<file path="src/inc/gfcm_consts.svh">
// Named constants for the glitch-free two-input clock switch.
// Assumes inclusion by bare name from the design files.
`ifndef GFCM_CONSTS_SVH
`define GFCM_CONSTS_SVH

// Bit positions of the first and second input in two-bit control vectors.
`define GFCM_FIRST 0
`define GFCM_SECOND 1

// Idle levels that the fixed-level variants force after configuration.
`define GFCM_IDLE_LOW 1'b0
`define GFCM_IDLE_HIGH 1'b1

// Value of every state flop while reset is asserted.
`define GFCM_STATE_RST '0

// Largest number of slow-clock rounds a select-driven switch may take.
`define GFCM_SW_LIMIT 3'h3
`define GFCM_ROUND_ONE 3'h1

// Control presets of the reduced variants.
`define GFCM_PAIR_FIRST 2'h1
`define GFCM_PAIR_BOTH 2'h3
`define GFCM_PAIR_NONE 2'h0

`endif

</file>
<file path="src/inc/gfcm_pkg.sv">
// Types shared by the clock switch and its edge tracker.
// Assumes gfcm_consts.svh is on the include path.
package gfcm_pkg;

	// Switch phases; RUN to WAIT_OLD to WAIT_NEW steps through adjacent codes, the return to RUN flips both bits.
	typedef enum logic [1:0] {
		GFCM_RUN = 2'h0,
		GFCM_WAIT_OLD = 2'h1,
		GFCM_WAIT_NEW = 2'h3,
		GFCM_PARK = 2'h2
	} gfcm_state_e;

	// Which clock input drives, or is about to drive, the output.
	typedef enum logic [1:0] {
		GFCM_SRC_NONE = 2'h0,
		GFCM_SRC_FIRST = 2'h1,
		GFCM_SRC_SECOND = 2'h2
	} gfcm_src_e;

	// Presets that derive the reduced variants from the full switch.
	typedef enum logic [3:0] {
		GFCM_V_FULL = 4'h0,
		GFCM_V_BUF = 4'h1,
		GFCM_V_GATE_LO = 4'h2,
		GFCM_V_GATE_HI = 4'h3,
		GFCM_V_MUX_FALL = 4'h4,
		GFCM_V_MUX_RISE = 4'h5,
		GFCM_V_MUX_SEL = 4'h6,
		GFCM_V_MUX_ASYNC = 4'h7,
		GFCM_V_MUX_SEL_EN = 4'h8
	} gfcm_variant_e;

	// Per-input control lines, bit 0 for the first input.
	typedef struct packed {
		logic [1:0] gate;
		logic [1:0] sel;
		logic [1:0] bypass;
	} gfcm_ctrl_s;

	// State of one edge tracker.
	typedef struct packed {
		logic prev;
	} gfcm_edge_s;

	// State of the switch.
	typedef struct packed {
		gfcm_state_e phase;
		gfcm_src_e cur;
		logic [1:0] sel_q;
		logic [1:0] gate_q;
		logic idle;
		logic cfg_done;
		logic out;
		logic busy;
		logic got_first;
		logic got_second;
		logic [2:0] rounds;
	} gfcm_state_s;

endpackage

</file>
<file path="src/gfcm_edge_track.sv">
// Edge tracker for one sampled clock input.
// Assumes the input is synchronous to clk, as all pins of this block are.
`timescale 1ns/100ps
`default_nettype none
`include "gfcm_consts.svh"

module gfcm_edge_track (
	input wire logic clk, // System clock.
	input wire logic rstn, // Asynchronous reset, active low.
	input wire logic clk_en, // Freezes the tracker while low.
	input wire logic level, // Sampled clock input.
	output logic rise, // Low-to-high seen this cycle.
	output logic fall // High-to-low seen this cycle.
);

	gfcm_pkg::gfcm_edge_s st;
	gfcm_pkg::gfcm_edge_s next_st;

	// --------------------------------------------------------------
	// Edge decode
	// --------------------------------------------------------------
	// Edges compare the live level with the last one, so the switch
	// acts in the same cycle that the edge is seen.
	assign rise = level & ~st.prev;
	assign fall = ~level & st.prev;

	// Capture the previous level only while enabled.
	always_comb begin
		next_st = st;
		if (clk_en) begin
			next_st.prev = level;
		end
	end

	// State register.
	always_ff @(posedge clk or negedge rstn) begin
		if (!rstn) begin
			st <= `GFCM_STATE_RST;
		end else begin
			st <= next_st;
		end
	end

endmodule // gfcm_edge_track
`default_nettype wire

</file>
<file path="src/gfcm_dual_input_clock_switch.sv">
// Glitch-free two-input clock switch with presets for its variants.
// Assumes both clock inputs and all controls are synchronous to clk,
// and that the preselect straps are never both high.
//
// Function
// - Pass input whose gate and select pair both high.
// - No pair selected: output holds idle level.
// - Select change: old idle edge, then new.
// - Select-driven switching never glitches.
// - Gate-only switching skips waiting for old clock.
// - Bypass of current clock: switch away at once.
// - Idle level sets edge sense and held level.
// - Preselect straps choose starting clock; never both.
// - Plain buffer variant follows its clock.
// - Low-idle gate: low enable suppresses next pulse.
// - Low-idle gate: high pulse in progress completes.
// - High-idle gate mirrors low-idle gate.
// - Falling mux: old low, then new falling edge.
// - Rising mux: old high, then new rising edge.
// - Select-path mux: at most one extra old pulse.
// - Select-path switch within three slow-clock cycles.
// - Selects on idle edge, gates on active edge.
// - Enable off: output parked after current pulse.
`timescale 1ns/100ps
`default_nettype none
`include "gfcm_consts.svh"

module gfcm_dual_input_clock_switch (
	input wire logic clk, // System clock, 125 MHz.
	input wire logic rstn, // Asynchronous reset, active low.
	input wire logic clk_en, // Freezes all state while low.
	input wire logic first_clock_input, // First clock, sampled.
	input wire logic second_clock_input, // Second clock, sampled.
	input wire logic first_select, // Select of the first pair.
	input wire logic second_select, // Select of the second pair.
	input wire logic first_gate, // Gate of the first pair.
	input wire logic second_gate, // Gate of the second pair.
	input wire logic first_edge_bypass, // Leave first clock at once.
	input wire logic second_edge_bypass, // Leave second clock at once.
	input wire logic preselect_first, // Strap: start on first clock.
	input wire logic preselect_second, // Strap: start on second clock.
	input wire logic idle_level, // Strap: idle level, variants without a fixed one.
	input wire gfcm_pkg::gfcm_variant_e variant, // Strap: preset.
	input wire logic one_select, // Mux variants: high picks second.
	input wire logic one_gate, // Gated variants: enable.
	output logic clk_out, // Switched clock.
	output logic [1:0] active_src, // Input driving or next to drive.
	output logic switching // A change of input is in progress.
);

	gfcm_pkg::gfcm_state_s st;
	gfcm_pkg::gfcm_state_s next_st;
	gfcm_pkg::gfcm_ctrl_s ctrl;
	gfcm_pkg::gfcm_src_e tgt;
	logic idl;
	logic [1:0] clk_v;
	logic [1:0] rise_v;
	logic [1:0] fall_v;
	logic [1:0] idle_edge_v;
	logic [1:0] act_edge_v;
	logic [1:0] sel_eff;
	logic [1:0] gate_eff;
	logic byp;
	logic old_edge;
	logic new_edge;
	logic by_select;
	logic safe_leave;

	// --------------------------------------------------------------
	// Helpers
	// --------------------------------------------------------------

	// Winner of the two pairs; both asserted keeps the old input.
	function automatic gfcm_pkg::gfcm_src_e pick_src(
		input logic [1:0] gate,
		input logic [1:0] sel,
		input gfcm_pkg::gfcm_src_e keep
	);
		logic w0;
		logic w1;
		w0 = gate[`GFCM_FIRST] & sel[`GFCM_FIRST];
		w1 = gate[`GFCM_SECOND] & sel[`GFCM_SECOND];
		if (w0 && w1) begin
			pick_src = keep;
		end else if (w0) begin
			pick_src = gfcm_pkg::GFCM_SRC_FIRST;
		end else if (w1) begin
			pick_src = gfcm_pkg::GFCM_SRC_SECOND;
		end else begin
			pick_src = gfcm_pkg::GFCM_SRC_NONE;
		end
	endfunction

	// Bit of a two-input vector that belongs to a source.
	function automatic logic src_bit(
		input gfcm_pkg::gfcm_src_e src,
		input logic [1:0] v
	);
		unique case (src)
			gfcm_pkg::GFCM_SRC_NONE: src_bit = 1'b0;
			gfcm_pkg::GFCM_SRC_FIRST: src_bit = v[`GFCM_FIRST];
			gfcm_pkg::GFCM_SRC_SECOND: src_bit = v[`GFCM_SECOND];
			default: src_bit = 1'b0;
		endcase
	endfunction

	// Presets that tie the unused control lines of each variant.
	function automatic gfcm_pkg::gfcm_ctrl_s map_variant(
		input gfcm_pkg::gfcm_variant_e v,
		input gfcm_pkg::gfcm_ctrl_s raw,
		input logic sel,
		input logic en
	);
		map_variant = raw;
		unique case (v)
			gfcm_pkg::GFCM_V_FULL: map_variant = raw;
			gfcm_pkg::GFCM_V_BUF: begin
				map_variant.gate = `GFCM_PAIR_FIRST;
				map_variant.sel = `GFCM_PAIR_FIRST;
				map_variant.bypass = `GFCM_PAIR_NONE;
			end
			gfcm_pkg::GFCM_V_GATE_LO, gfcm_pkg::GFCM_V_GATE_HI: begin
				map_variant.gate = {1'b0, en};
				map_variant.sel = `GFCM_PAIR_FIRST;
				map_variant.bypass = `GFCM_PAIR_NONE;
			end
			gfcm_pkg::GFCM_V_MUX_FALL, gfcm_pkg::GFCM_V_MUX_RISE,
			gfcm_pkg::GFCM_V_MUX_SEL: begin
				map_variant.gate = `GFCM_PAIR_BOTH;
				map_variant.sel = {sel, ~sel};
				map_variant.bypass = `GFCM_PAIR_NONE;
			end
			gfcm_pkg::GFCM_V_MUX_ASYNC: begin
				map_variant.gate = `GFCM_PAIR_BOTH;
				map_variant.sel = {sel, ~sel};
				map_variant.bypass = `GFCM_PAIR_BOTH;
			end
			gfcm_pkg::GFCM_V_MUX_SEL_EN: begin
				map_variant.gate = {en, en};
				map_variant.sel = {sel, ~sel};
				map_variant.bypass = `GFCM_PAIR_NONE;
			end
			default: map_variant = raw;
		endcase
	endfunction

	// Idle level of each variant; the full switch takes the strap.
	function automatic logic variant_idle(
		input gfcm_pkg::gfcm_variant_e v,
		input logic strap
	);
		unique case (v)
			gfcm_pkg::GFCM_V_GATE_HI,
			gfcm_pkg::GFCM_V_MUX_RISE: variant_idle = `GFCM_IDLE_HIGH;
			gfcm_pkg::GFCM_V_GATE_LO,
			gfcm_pkg::GFCM_V_MUX_FALL: variant_idle = `GFCM_IDLE_LOW;
			default: variant_idle = strap;
		endcase
	endfunction

	// --------------------------------------------------------------
	// Edge trackers
	// --------------------------------------------------------------
	assign clk_v = {second_clock_input, first_clock_input};

	gfcm_edge_track u_first_edge (
		.clk(clk),
		.rstn(rstn),
		.clk_en(clk_en),
		.level(first_clock_input),
		.rise(rise_v[`GFCM_FIRST]),
		.fall(fall_v[`GFCM_FIRST])
	);

	gfcm_edge_track u_second_edge (
		.clk(clk),
		.rstn(rstn),
		.clk_en(clk_en),
		.level(second_clock_input),
		.rise(rise_v[`GFCM_SECOND]),
		.fall(fall_v[`GFCM_SECOND])
	);

	// --------------------------------------------------------------
	// Control sampling
	// --------------------------------------------------------------
	// The idle edge is the one that enters the idle level: falling
	// for idle low, rising for idle high. Selects are taken on it and
	// gates on the opposite edge, so a gate dropped before an active
	// edge removes the whole following pulse instead of cutting it.
	// A bypassed current clock takes the selects live, which is what
	// lets a stopped clock be left at all.
	always_comb begin
		ctrl = map_variant(variant,
			{second_gate, first_gate, second_select, first_select,
			second_edge_bypass, first_edge_bypass},
			one_select, one_gate);
		idl = st.idle;
		idle_edge_v = idl ? rise_v : fall_v;
		act_edge_v = idl ? fall_v : rise_v;
		byp = src_bit(st.cur, ctrl.bypass);
		sel_eff = ((|idle_edge_v) || byp) ? ctrl.sel : st.sel_q;
		gate_eff = (|act_edge_v) ? ctrl.gate : st.gate_q;
		tgt = pick_src(gate_eff, sel_eff, st.cur);
		old_edge = src_bit(st.cur, idle_edge_v);
		new_edge = src_bit(tgt, idle_edge_v);
		by_select = ~src_bit(st.cur, sel_eff);
		// A gate taken at the other clock's edge must not cut a pulse of
		// the current one, so leaving waits for the output or the current clock to stand idle.
		safe_leave = (st.out == st.idle) ||
			(src_bit(st.cur, clk_v) == st.idle);
	end

	// --------------------------------------------------------------
	// Switch sequencer
	// --------------------------------------------------------------
	// The output follows the driving clock in RUN and WAIT_OLD and
	// sits at the idle level otherwise. WAIT_OLD ends on the idle
	// edge of the old clock and WAIT_NEW on that of the new one, so
	// each hand-over happens while both sides are at the idle level.
	always_comb begin
		next_st = st;
		if (clk_en && !st.cfg_done) begin
			// First enabled cycle after reset: catch the straps.
			next_st.cfg_done = 1'b1;
			next_st.idle = variant_idle(variant, idle_level);
			next_st.sel_q = ctrl.sel;
			next_st.gate_q = ctrl.gate;
			if (preselect_first) begin
				next_st.cur = gfcm_pkg::GFCM_SRC_FIRST;
				next_st.phase = gfcm_pkg::GFCM_RUN;
			end else if (preselect_second) begin
				next_st.cur = gfcm_pkg::GFCM_SRC_SECOND;
				next_st.phase = gfcm_pkg::GFCM_RUN;
			end else begin
				next_st.cur = gfcm_pkg::GFCM_SRC_NONE;
				next_st.phase = gfcm_pkg::GFCM_PARK;
			end
			next_st.out = variant_idle(variant, idle_level);
		end else if (clk_en) begin
			next_st.sel_q = sel_eff;
			next_st.gate_q = gate_eff;
			unique case (st.phase)
				gfcm_pkg::GFCM_RUN: begin
					if (tgt != st.cur) begin
						if (byp) begin
							next_st.cur = tgt;
							next_st.phase = (tgt == gfcm_pkg::GFCM_SRC_NONE) ?
								gfcm_pkg::GFCM_PARK : gfcm_pkg::GFCM_RUN;
						end else if (by_select) begin
							next_st.phase = gfcm_pkg::GFCM_WAIT_OLD;
						end else if (safe_leave) begin
							// Gate-driven: leave once no pulse is cut.
							next_st.cur = tgt;
							next_st.phase = (tgt == gfcm_pkg::GFCM_SRC_NONE) ?
								gfcm_pkg::GFCM_PARK :
								gfcm_pkg::GFCM_WAIT_NEW;
						end
					end
				end
				gfcm_pkg::GFCM_WAIT_OLD: begin
					if (tgt == st.cur) begin
						next_st.phase = gfcm_pkg::GFCM_RUN;
					end else if (byp || old_edge) begin
						next_st.cur = tgt;
						next_st.phase = (tgt == gfcm_pkg::GFCM_SRC_NONE) ?
							gfcm_pkg::GFCM_PARK :
							(byp ? gfcm_pkg::GFCM_RUN :
							gfcm_pkg::GFCM_WAIT_NEW);
					end
				end
				gfcm_pkg::GFCM_WAIT_NEW: begin
					if (tgt == gfcm_pkg::GFCM_SRC_NONE) begin
						next_st.cur = tgt;
						next_st.phase = gfcm_pkg::GFCM_PARK;
					end else if (tgt != st.cur) begin
						next_st.cur = tgt;
					end else if (new_edge) begin
						next_st.phase = gfcm_pkg::GFCM_RUN;
					end
				end
				gfcm_pkg::GFCM_PARK: begin
					if (tgt != gfcm_pkg::GFCM_SRC_NONE) begin
						next_st.cur = tgt;
						next_st.phase = gfcm_pkg::GFCM_WAIT_NEW;
					end
				end
			endcase
			// Outputs: live clock while it drives, idle otherwise.
			if (next_st.phase == gfcm_pkg::GFCM_RUN ||
				next_st.phase == gfcm_pkg::GFCM_WAIT_OLD) begin
				next_st.out = src_bit(next_st.cur, clk_v);
			end else begin
				next_st.out = st.idle;
			end
			next_st.busy = (next_st.phase == gfcm_pkg::GFCM_WAIT_OLD) ||
				(next_st.phase == gfcm_pkg::GFCM_WAIT_NEW);
			// Rounds of the slower clock spent on one switch request.
			if (!next_st.busy || sel_eff != st.sel_q ||
				gate_eff != st.gate_q) begin
				next_st.got_first = 1'b0;
				next_st.got_second = 1'b0;
				next_st.rounds = '0;
			end else if ((st.got_first || idle_edge_v[`GFCM_FIRST]) &&
				(st.got_second || idle_edge_v[`GFCM_SECOND])) begin
				next_st.got_first = 1'b0;
				next_st.got_second = 1'b0;
				next_st.rounds = st.rounds + `GFCM_ROUND_ONE;
			end else begin
				next_st.got_first = st.got_first | idle_edge_v[`GFCM_FIRST];
				next_st.got_second =
					st.got_second | idle_edge_v[`GFCM_SECOND];
			end
		end
	end

	// State register; reset parks the output low until straps load.
	always_ff @(posedge clk or negedge rstn) begin
		if (!rstn) begin
			st <= `GFCM_STATE_RST;
		end else begin
			st <= next_st;
		end
	end

	assign clk_out = st.out;
	assign active_src = st.cur;
	assign switching = st.busy;

	// --------------------------------------------------------------
	// Checks
	// --------------------------------------------------------------
	// A running first clock is echoed one cycle later.
	a_first_echo: assert property (@(posedge clk) disable iff (!rstn)
		($past(clk_en) && $past(st.cfg_done) &&
		st.phase == gfcm_pkg::GFCM_RUN &&
		st.cur == gfcm_pkg::GFCM_SRC_FIRST)
		|-> st.out == $past(first_clock_input))
		else $error("first clock not passed to output");

	// Away from the idle level only while a clock drives.
	a_idle_only: assert property (@(posedge clk) disable iff (!rstn)
		(st.cfg_done && st.out != st.idle)
		|-> (st.phase == gfcm_pkg::GFCM_RUN ||
		st.phase == gfcm_pkg::GFCM_WAIT_OLD))
		else $error("output left idle level with no clock selected");

	// The new clock takes over only on its own idle edge.
	a_new_edge: assert property (@(posedge clk) disable iff (!rstn)
		($past(clk_en) && $past(st.phase) == gfcm_pkg::GFCM_WAIT_NEW &&
		st.phase == gfcm_pkg::GFCM_RUN)
		|-> $past(new_edge) && st.out == st.idle)
		else $error("new clock started off its idle edge");

	// The old clock is left only at its idle edge or when bypassed.
	a_old_edge: assert property (@(posedge clk) disable iff (!rstn)
		($past(clk_en) && $past(st.phase) == gfcm_pkg::GFCM_WAIT_OLD &&
		st.phase == gfcm_pkg::GFCM_WAIT_NEW)
		|-> $past(old_edge) && !$past(byp))
		else $error("old clock left before its idle edge");

	// Gate-only change goes straight to waiting for the new clock.
	a_gate_fast: assert property (@(posedge clk) disable iff (!rstn)
		(clk_en && st.cfg_done && st.phase == gfcm_pkg::GFCM_RUN &&
		tgt != st.cur && tgt != gfcm_pkg::GFCM_SRC_NONE &&
		!byp && !by_select && safe_leave)
		|=> st.phase == gfcm_pkg::GFCM_WAIT_NEW && st.out == st.idle)
		else $error("gate change waited for old clock");

	// A bypassed clock is left in the very next cycle.
	a_bypass_now: assert property (@(posedge clk) disable iff (!rstn)
		(clk_en && st.cfg_done && st.phase == gfcm_pkg::GFCM_RUN &&
		byp && tgt != st.cur && tgt != gfcm_pkg::GFCM_SRC_NONE)
		|=> st.phase == gfcm_pkg::GFCM_RUN && st.cur == $past(tgt))
		else $error("bypassed clock not left at once");

	// After reset the output starts at the idle level on the strap.
	a_strap_load: assert property (@(posedge clk) disable iff (!rstn)
		$rose(st.cfg_done)
		|-> st.out == st.idle &&
		(preselect_first == (st.cur == gfcm_pkg::GFCM_SRC_FIRST)))
		else $error("reset did not load idle level and preselect");

	// Low-idle gate: a low enable at a rising edge kills the pulse.
	a_gate_kill: assert property (@(posedge clk) disable iff (!rstn)
		(clk_en && st.cfg_done && variant == gfcm_pkg::GFCM_V_GATE_LO &&
		rise_v[`GFCM_FIRST] && !one_gate)
		|=> !st.out [*2])
		else $error("gated pulse passed while disabled");

	// Gates change their sampled value only on an active edge.
	a_gate_sample: assert property (@(posedge clk) disable iff (!rstn)
		(clk_en && st.cfg_done && !(|act_edge_v)) |=> $stable(st.gate_q))
		else $error("gate sampled off the active edge");

	// A switch ends within the allowed rounds of the slower clock.
	a_switch_bound: assert property (@(posedge clk) disable iff (!rstn)
		st.busy |-> st.rounds < `GFCM_SW_LIMIT)
		else $error("switch took too many slow-clock cycles");

endmodule // gfcm_dual_input_clock_switch
`default_nettype wire

</file>
<file path="config.mk">
export PLATFORM = sky130hd
export DESIGN_NAME = gfcm_dual_input_clock_switch
export DESIGN_NICKNAME = d
export VERILOG_FILES = /design/src/inc/gfcm_pkg.sv /design/src/gfcm_edge_track.sv /design/src/gfcm_dual_input_clock_switch.sv
export VERILOG_INCLUDE_DIRS = /design/src /design/src/inc
export SDC_FILE = /design/constraint.sdc
export NUM_CORES = 1
export LEC_CHECK = 0
export BUFFER_PORTS_ARGS = -buffer_cell sky130_fd_sc_hd__buf_2
export CORE_MARGIN = 1.5
export CORE_UTILIZATION = 45
export DETAILED_ROUTE_END_ITERATION = 7
export PLACE_DENSITY = 0.66
export RECOVER_POWER = 25
export SLEW_MARGIN = 20
export SYNTH_ARGS = -nofsm -noshare
export SYNTH_HDL_FRONTEND = slang
export SYNTH_SLANG_ARGS = --single-unit
</file>
<file path="constraint.sdc">
create_clock -name clk -period 4.43 [get_ports clk]
set_input_delay 0.886 -clock clk [delete_from_list [all_inputs] [get_ports clk]]
set_output_delay 0.886 -clock clk [all_outputs]
set_load 0.02 [all_outputs]
</file>
==> results.tsv <==
stage	metric	value	unit
place	DP HPWL	2980	um
route	DRC	0	
critical_path	Arr. time, crit path	4310	ps
cts	Root Driver	clkbuf_4	
global_routing	vias in the first global route	1347	
synthesis	predominant post-synthesis flop cell	dfrtp_1	
floorplanning	die area	0.00377	mm2
critical_path	critical-path cell list	inv_1 > ha_1 > a22oi_2 > a211oi_4 > a2111oi_4 > mux2i_2 > nor2_1 > a21boi_1 > inv_1 > ha_1 > nand2_1 > o32a_1 > o41ai_4 > nand2_1 > o21a_1 > ha_1 > a22oi_1 > a2111o_1 > nand3_1	
synthesis	unique cell type count in the Yosys netlist	52	
cells_and_area	most frequent cells in the layout	22 x buf_2, 16 x nand2_1, 14 x dfrtp_1, 11 x inv_1, 11 x nor2_1	
cells_and_area	layout cell share with drive strength beyond 1	30.4	%
critical_path	Worst path max stage delay	470	ps
pwr	Pint	527	uW
global_routing	first-pass GRT wire length	6020	um
synthesis	dominant cell type by area after synthesis	dfrtp_1	
cells_and_area	filler instances	323	
pwr	Final Power	996	uW
cts	Reg clk slew, reported paths	90	ps
place	setup slack at placement	137	ps
critical_path	Crit path required time	4650	ps
sta	fmax	0.245	GHz
critical_path	Critical R2R Launch	active_src[0]	
floorplanning	count of boundary I/O pins	24	
place	DP Cell Count	246	
global_routing	grt ovf	0	
sta	Final setup viols	0	
synthesis	Netlist Area Pre-Place	0.00153	mm2
cells_and_area	# diodes	0	
pwr	VDD IR max	0.457	mV
min_path	Hold Path Class	register to register	
synthesis	sequential fraction of the synthesis area	22.8	%
outcome	outcome	completed	
cells_and_area	final std cells w/o fill	250	
cells_and_area	Final nets	232	
cts	clk_lat worst skew	280	ps
critical_path	Worst setup SP type	register	
pwr	sequential power share	22.3	%
cts	CTS Hold Bufs	0	
floorplanning	total core area	0.00331	mm2
cts	TritonCTS clock tree	yes	
route	met2 wire length	1780	um
route	met1 wire length	1770	um
synthesis	Gate Count Post-Synth	174	
pwr	leak pwr	0.747	nW
pwr	sw frac	47.2	%
pwr	clock power share	9.5	%
sta	fin crit period	4090	ps
sta	Max Slew Vio Count	0	
min_path	hold path start	switching	
critical_path	largest fanout on the critical path	9	
route	drt wl/cell	14.9	um
critical_path	CP max stage cell	dfrtp_1	
synthesis	EDFF count, synth	0	
synthesis	syn nets	201	
sta	Clock Skews	0.716	ps
route	drt pass-1 iters	4	
cts	htree depth	1	
sta	worst slew pin tran	764	ps
critical_path	Crit. Startpoint	active_src[0]	
flow_run	Max-Cap Viols	0	
route	met3 WL	138	um
cts	total CTS buffers	3	
cts	Post-CTS Setup Repair Bufs	0	
global_routing	aggregate global-route resource usage	21.7	%
cells_and_area	Synth-to-Final Area Change	14.8	%
cts	Clock Path Buffers	2	
critical_path	crit end category	register	
synthesis	post-synth top area share	22.8	%
floorplanning	Die X	61.4	um
synthesis	ranking of synthesized cells by area	dfrtp_1 23%, ha_1 5.7%, mux2_2 5.1%	
sta	Hold Vio Cnt, Final	0	
critical_path	kind of critical path	register to register	
pwr	Net Sw Power	470	uW
critical_path	most frequent CP cell	ha_1	
place	port buffer count	23	
sta	setup_tns	0	ps
route	DRT antenna net count	0	
place	Final Wtd Congestion	0.930	
route	final WL	3730	um
synthesis	Yosys reg bits	14	
route	detail-routed via count per cell	5.78	
route	DR top layer	met4	
synthesis	synthesized area per cell	8.82	um2
pwr	Comb power frac	68.2	%
pwr	PD cells	566	mW/mm2
route	DR vias	1446	
sta	final worst-path setup slack	342	ps
global_routing	initial antenna violation count	0	
cts	Sink Count	14	
floorplanning	die height	61.4	um
cells_and_area	commonest non-fill, non-tap cell in the layout	buf_2	
sta	RSZ-0062 raised after global routing	false	
synthesis	Async S/R FF share, synth	100	%
route	number of DRC markers in iteration 0	49	
synthesis	synth warn	0	
cells_and_area	fin util	53.2	%
floorplanning	initial core utilization	46.3	%
sta	Slew headroom	49.1	%
sta	Final Cycle Share	92.3	%
global_routing	largest net degree at the start of global routing	17	
floorplanning	row count	21	
metal layers:
metal / vias to the layer above / GRT usage, %
li1: 715 / -
met1: 690 / 27.8
met2: 36 / 37.8
met3: 5 / 2.94
met4: 0 / 6.99
met5: - / 0
power groups by stage:
stage          clock (mW)  combinational, mW  sequential (mW)
2_1_floorplan           0              0.505            0.220
3_3_place_gp            0              0.658            0.223
3_5_place_dp            0              0.672            0.224
4_1_cts            0.0968              0.674            0.222
5_1_grt             0.106              0.753            0.229
6_report           0.0943              0.680            0.222
cells by family (layout without fill, tap and decap cells):
logic type / count (synthesis) / in the layout / synth area share (%)
AO/OA/AOI/OAI: 64 / 64 / 34.3
XOR/XNOR: 1 / 1 / 0.571
adder cells (fa/ha/maj): 7 / 7 / 5.71
buffers and inverters: 19 / 49 / 6.93
flip-flops: 14 / 14 / 22.8
multiplexers: 16 / 16 / 11.6
AND/OR/NAND/NOR: 53 / 53 / 18.0
registers in the layout, summed over array words and instances, names as in the netlist:
| register | flops |
|---|---|
| st | 7 |
| active_src | 2 |
| clk_out | 1 |
| idl | 1 |
| switching | 1 |
| u_first_edge.st | 1 |
| u_second_edge.st | 1 |
worst paths after layout:
kind | endpoint | slack [ps] | cells after the start
worst min-delay path | switching | 510 | 2
max in group asynchronous | st[11] | 3320 | 1
worst min register to register | switching | 510 | 2
min in group asynchronous | st[15] | 640 | 1
worst max register to register | clk_out | 340 | 19
worst max-delay path | clk_out | 340 | 19
per-stage QoR:
stage,hold WS [ps],area [um2]
2_1_floorplan,479,1530
3_3_place_gp,466,1720
3_5_place_dp,481,1720
4_1_cts,495,1760
5_1_grt,538,1760
6_report,510,1760
cell type report:
cell class | count | area [um2] | area share, %
Sequential cell | 14 | 350 | 19.9
Clock buffer | 4 | 36.3 | 2.06
Inverter | 12 | 46.3 | 2.63
Tap cell | 46 | 57.6 | 3.27
Multi-Input combinational cell | 141 | 1080 | 61.4
Timing Repair Buffer | 33 | 189 | 10.7
timing repair:
| action | 4_1_cts | 5_1_grt |
|---|---|---|
| endpoints found under the setup margin | 0 | 1 |
| endpoints found under the hold margin | 0 | 0 |
| resized for setup | 0 | 1 |
worst max-delay path, delay by kind of cell, from the launching register on:
family | cells | cell delay (ps)
flops | 1 | 470
fa+ha+maj | 3 | 660
mux | 1 | 280
simple gates | 4 | 390
compound gates | 9 | 1950
buf+inv | 2 | 260
cells in the mapped netlist, types with 2 or more instances:
library cell and instances:
a211oi_1 2, a21boi_1 3, a21o_1 4, a21oi_1 3, a22oi_1 7, a2bb2oi_1 2
a31oi_1 2, buf_4 3, buf_6 3, dfrtp_1 14, ha_1 7, inv_1 11
mux2_2 7, mux2i_1 6, mux2i_2 2, nand2_1 16, nand3_1 7, nor2_1 11
nor3_1 4, o21a_1 3, o21ai_0 8, o21ai_1 3, o21bai_1 2, o221ai_1 3
o22ai_1 4, o31a_1 2, o31ai_1 2, o41ai_1 2, or2_2 4, or2b_1 2
or2b_2 4
Note: power is estimated with default switching activity, not from simulation.
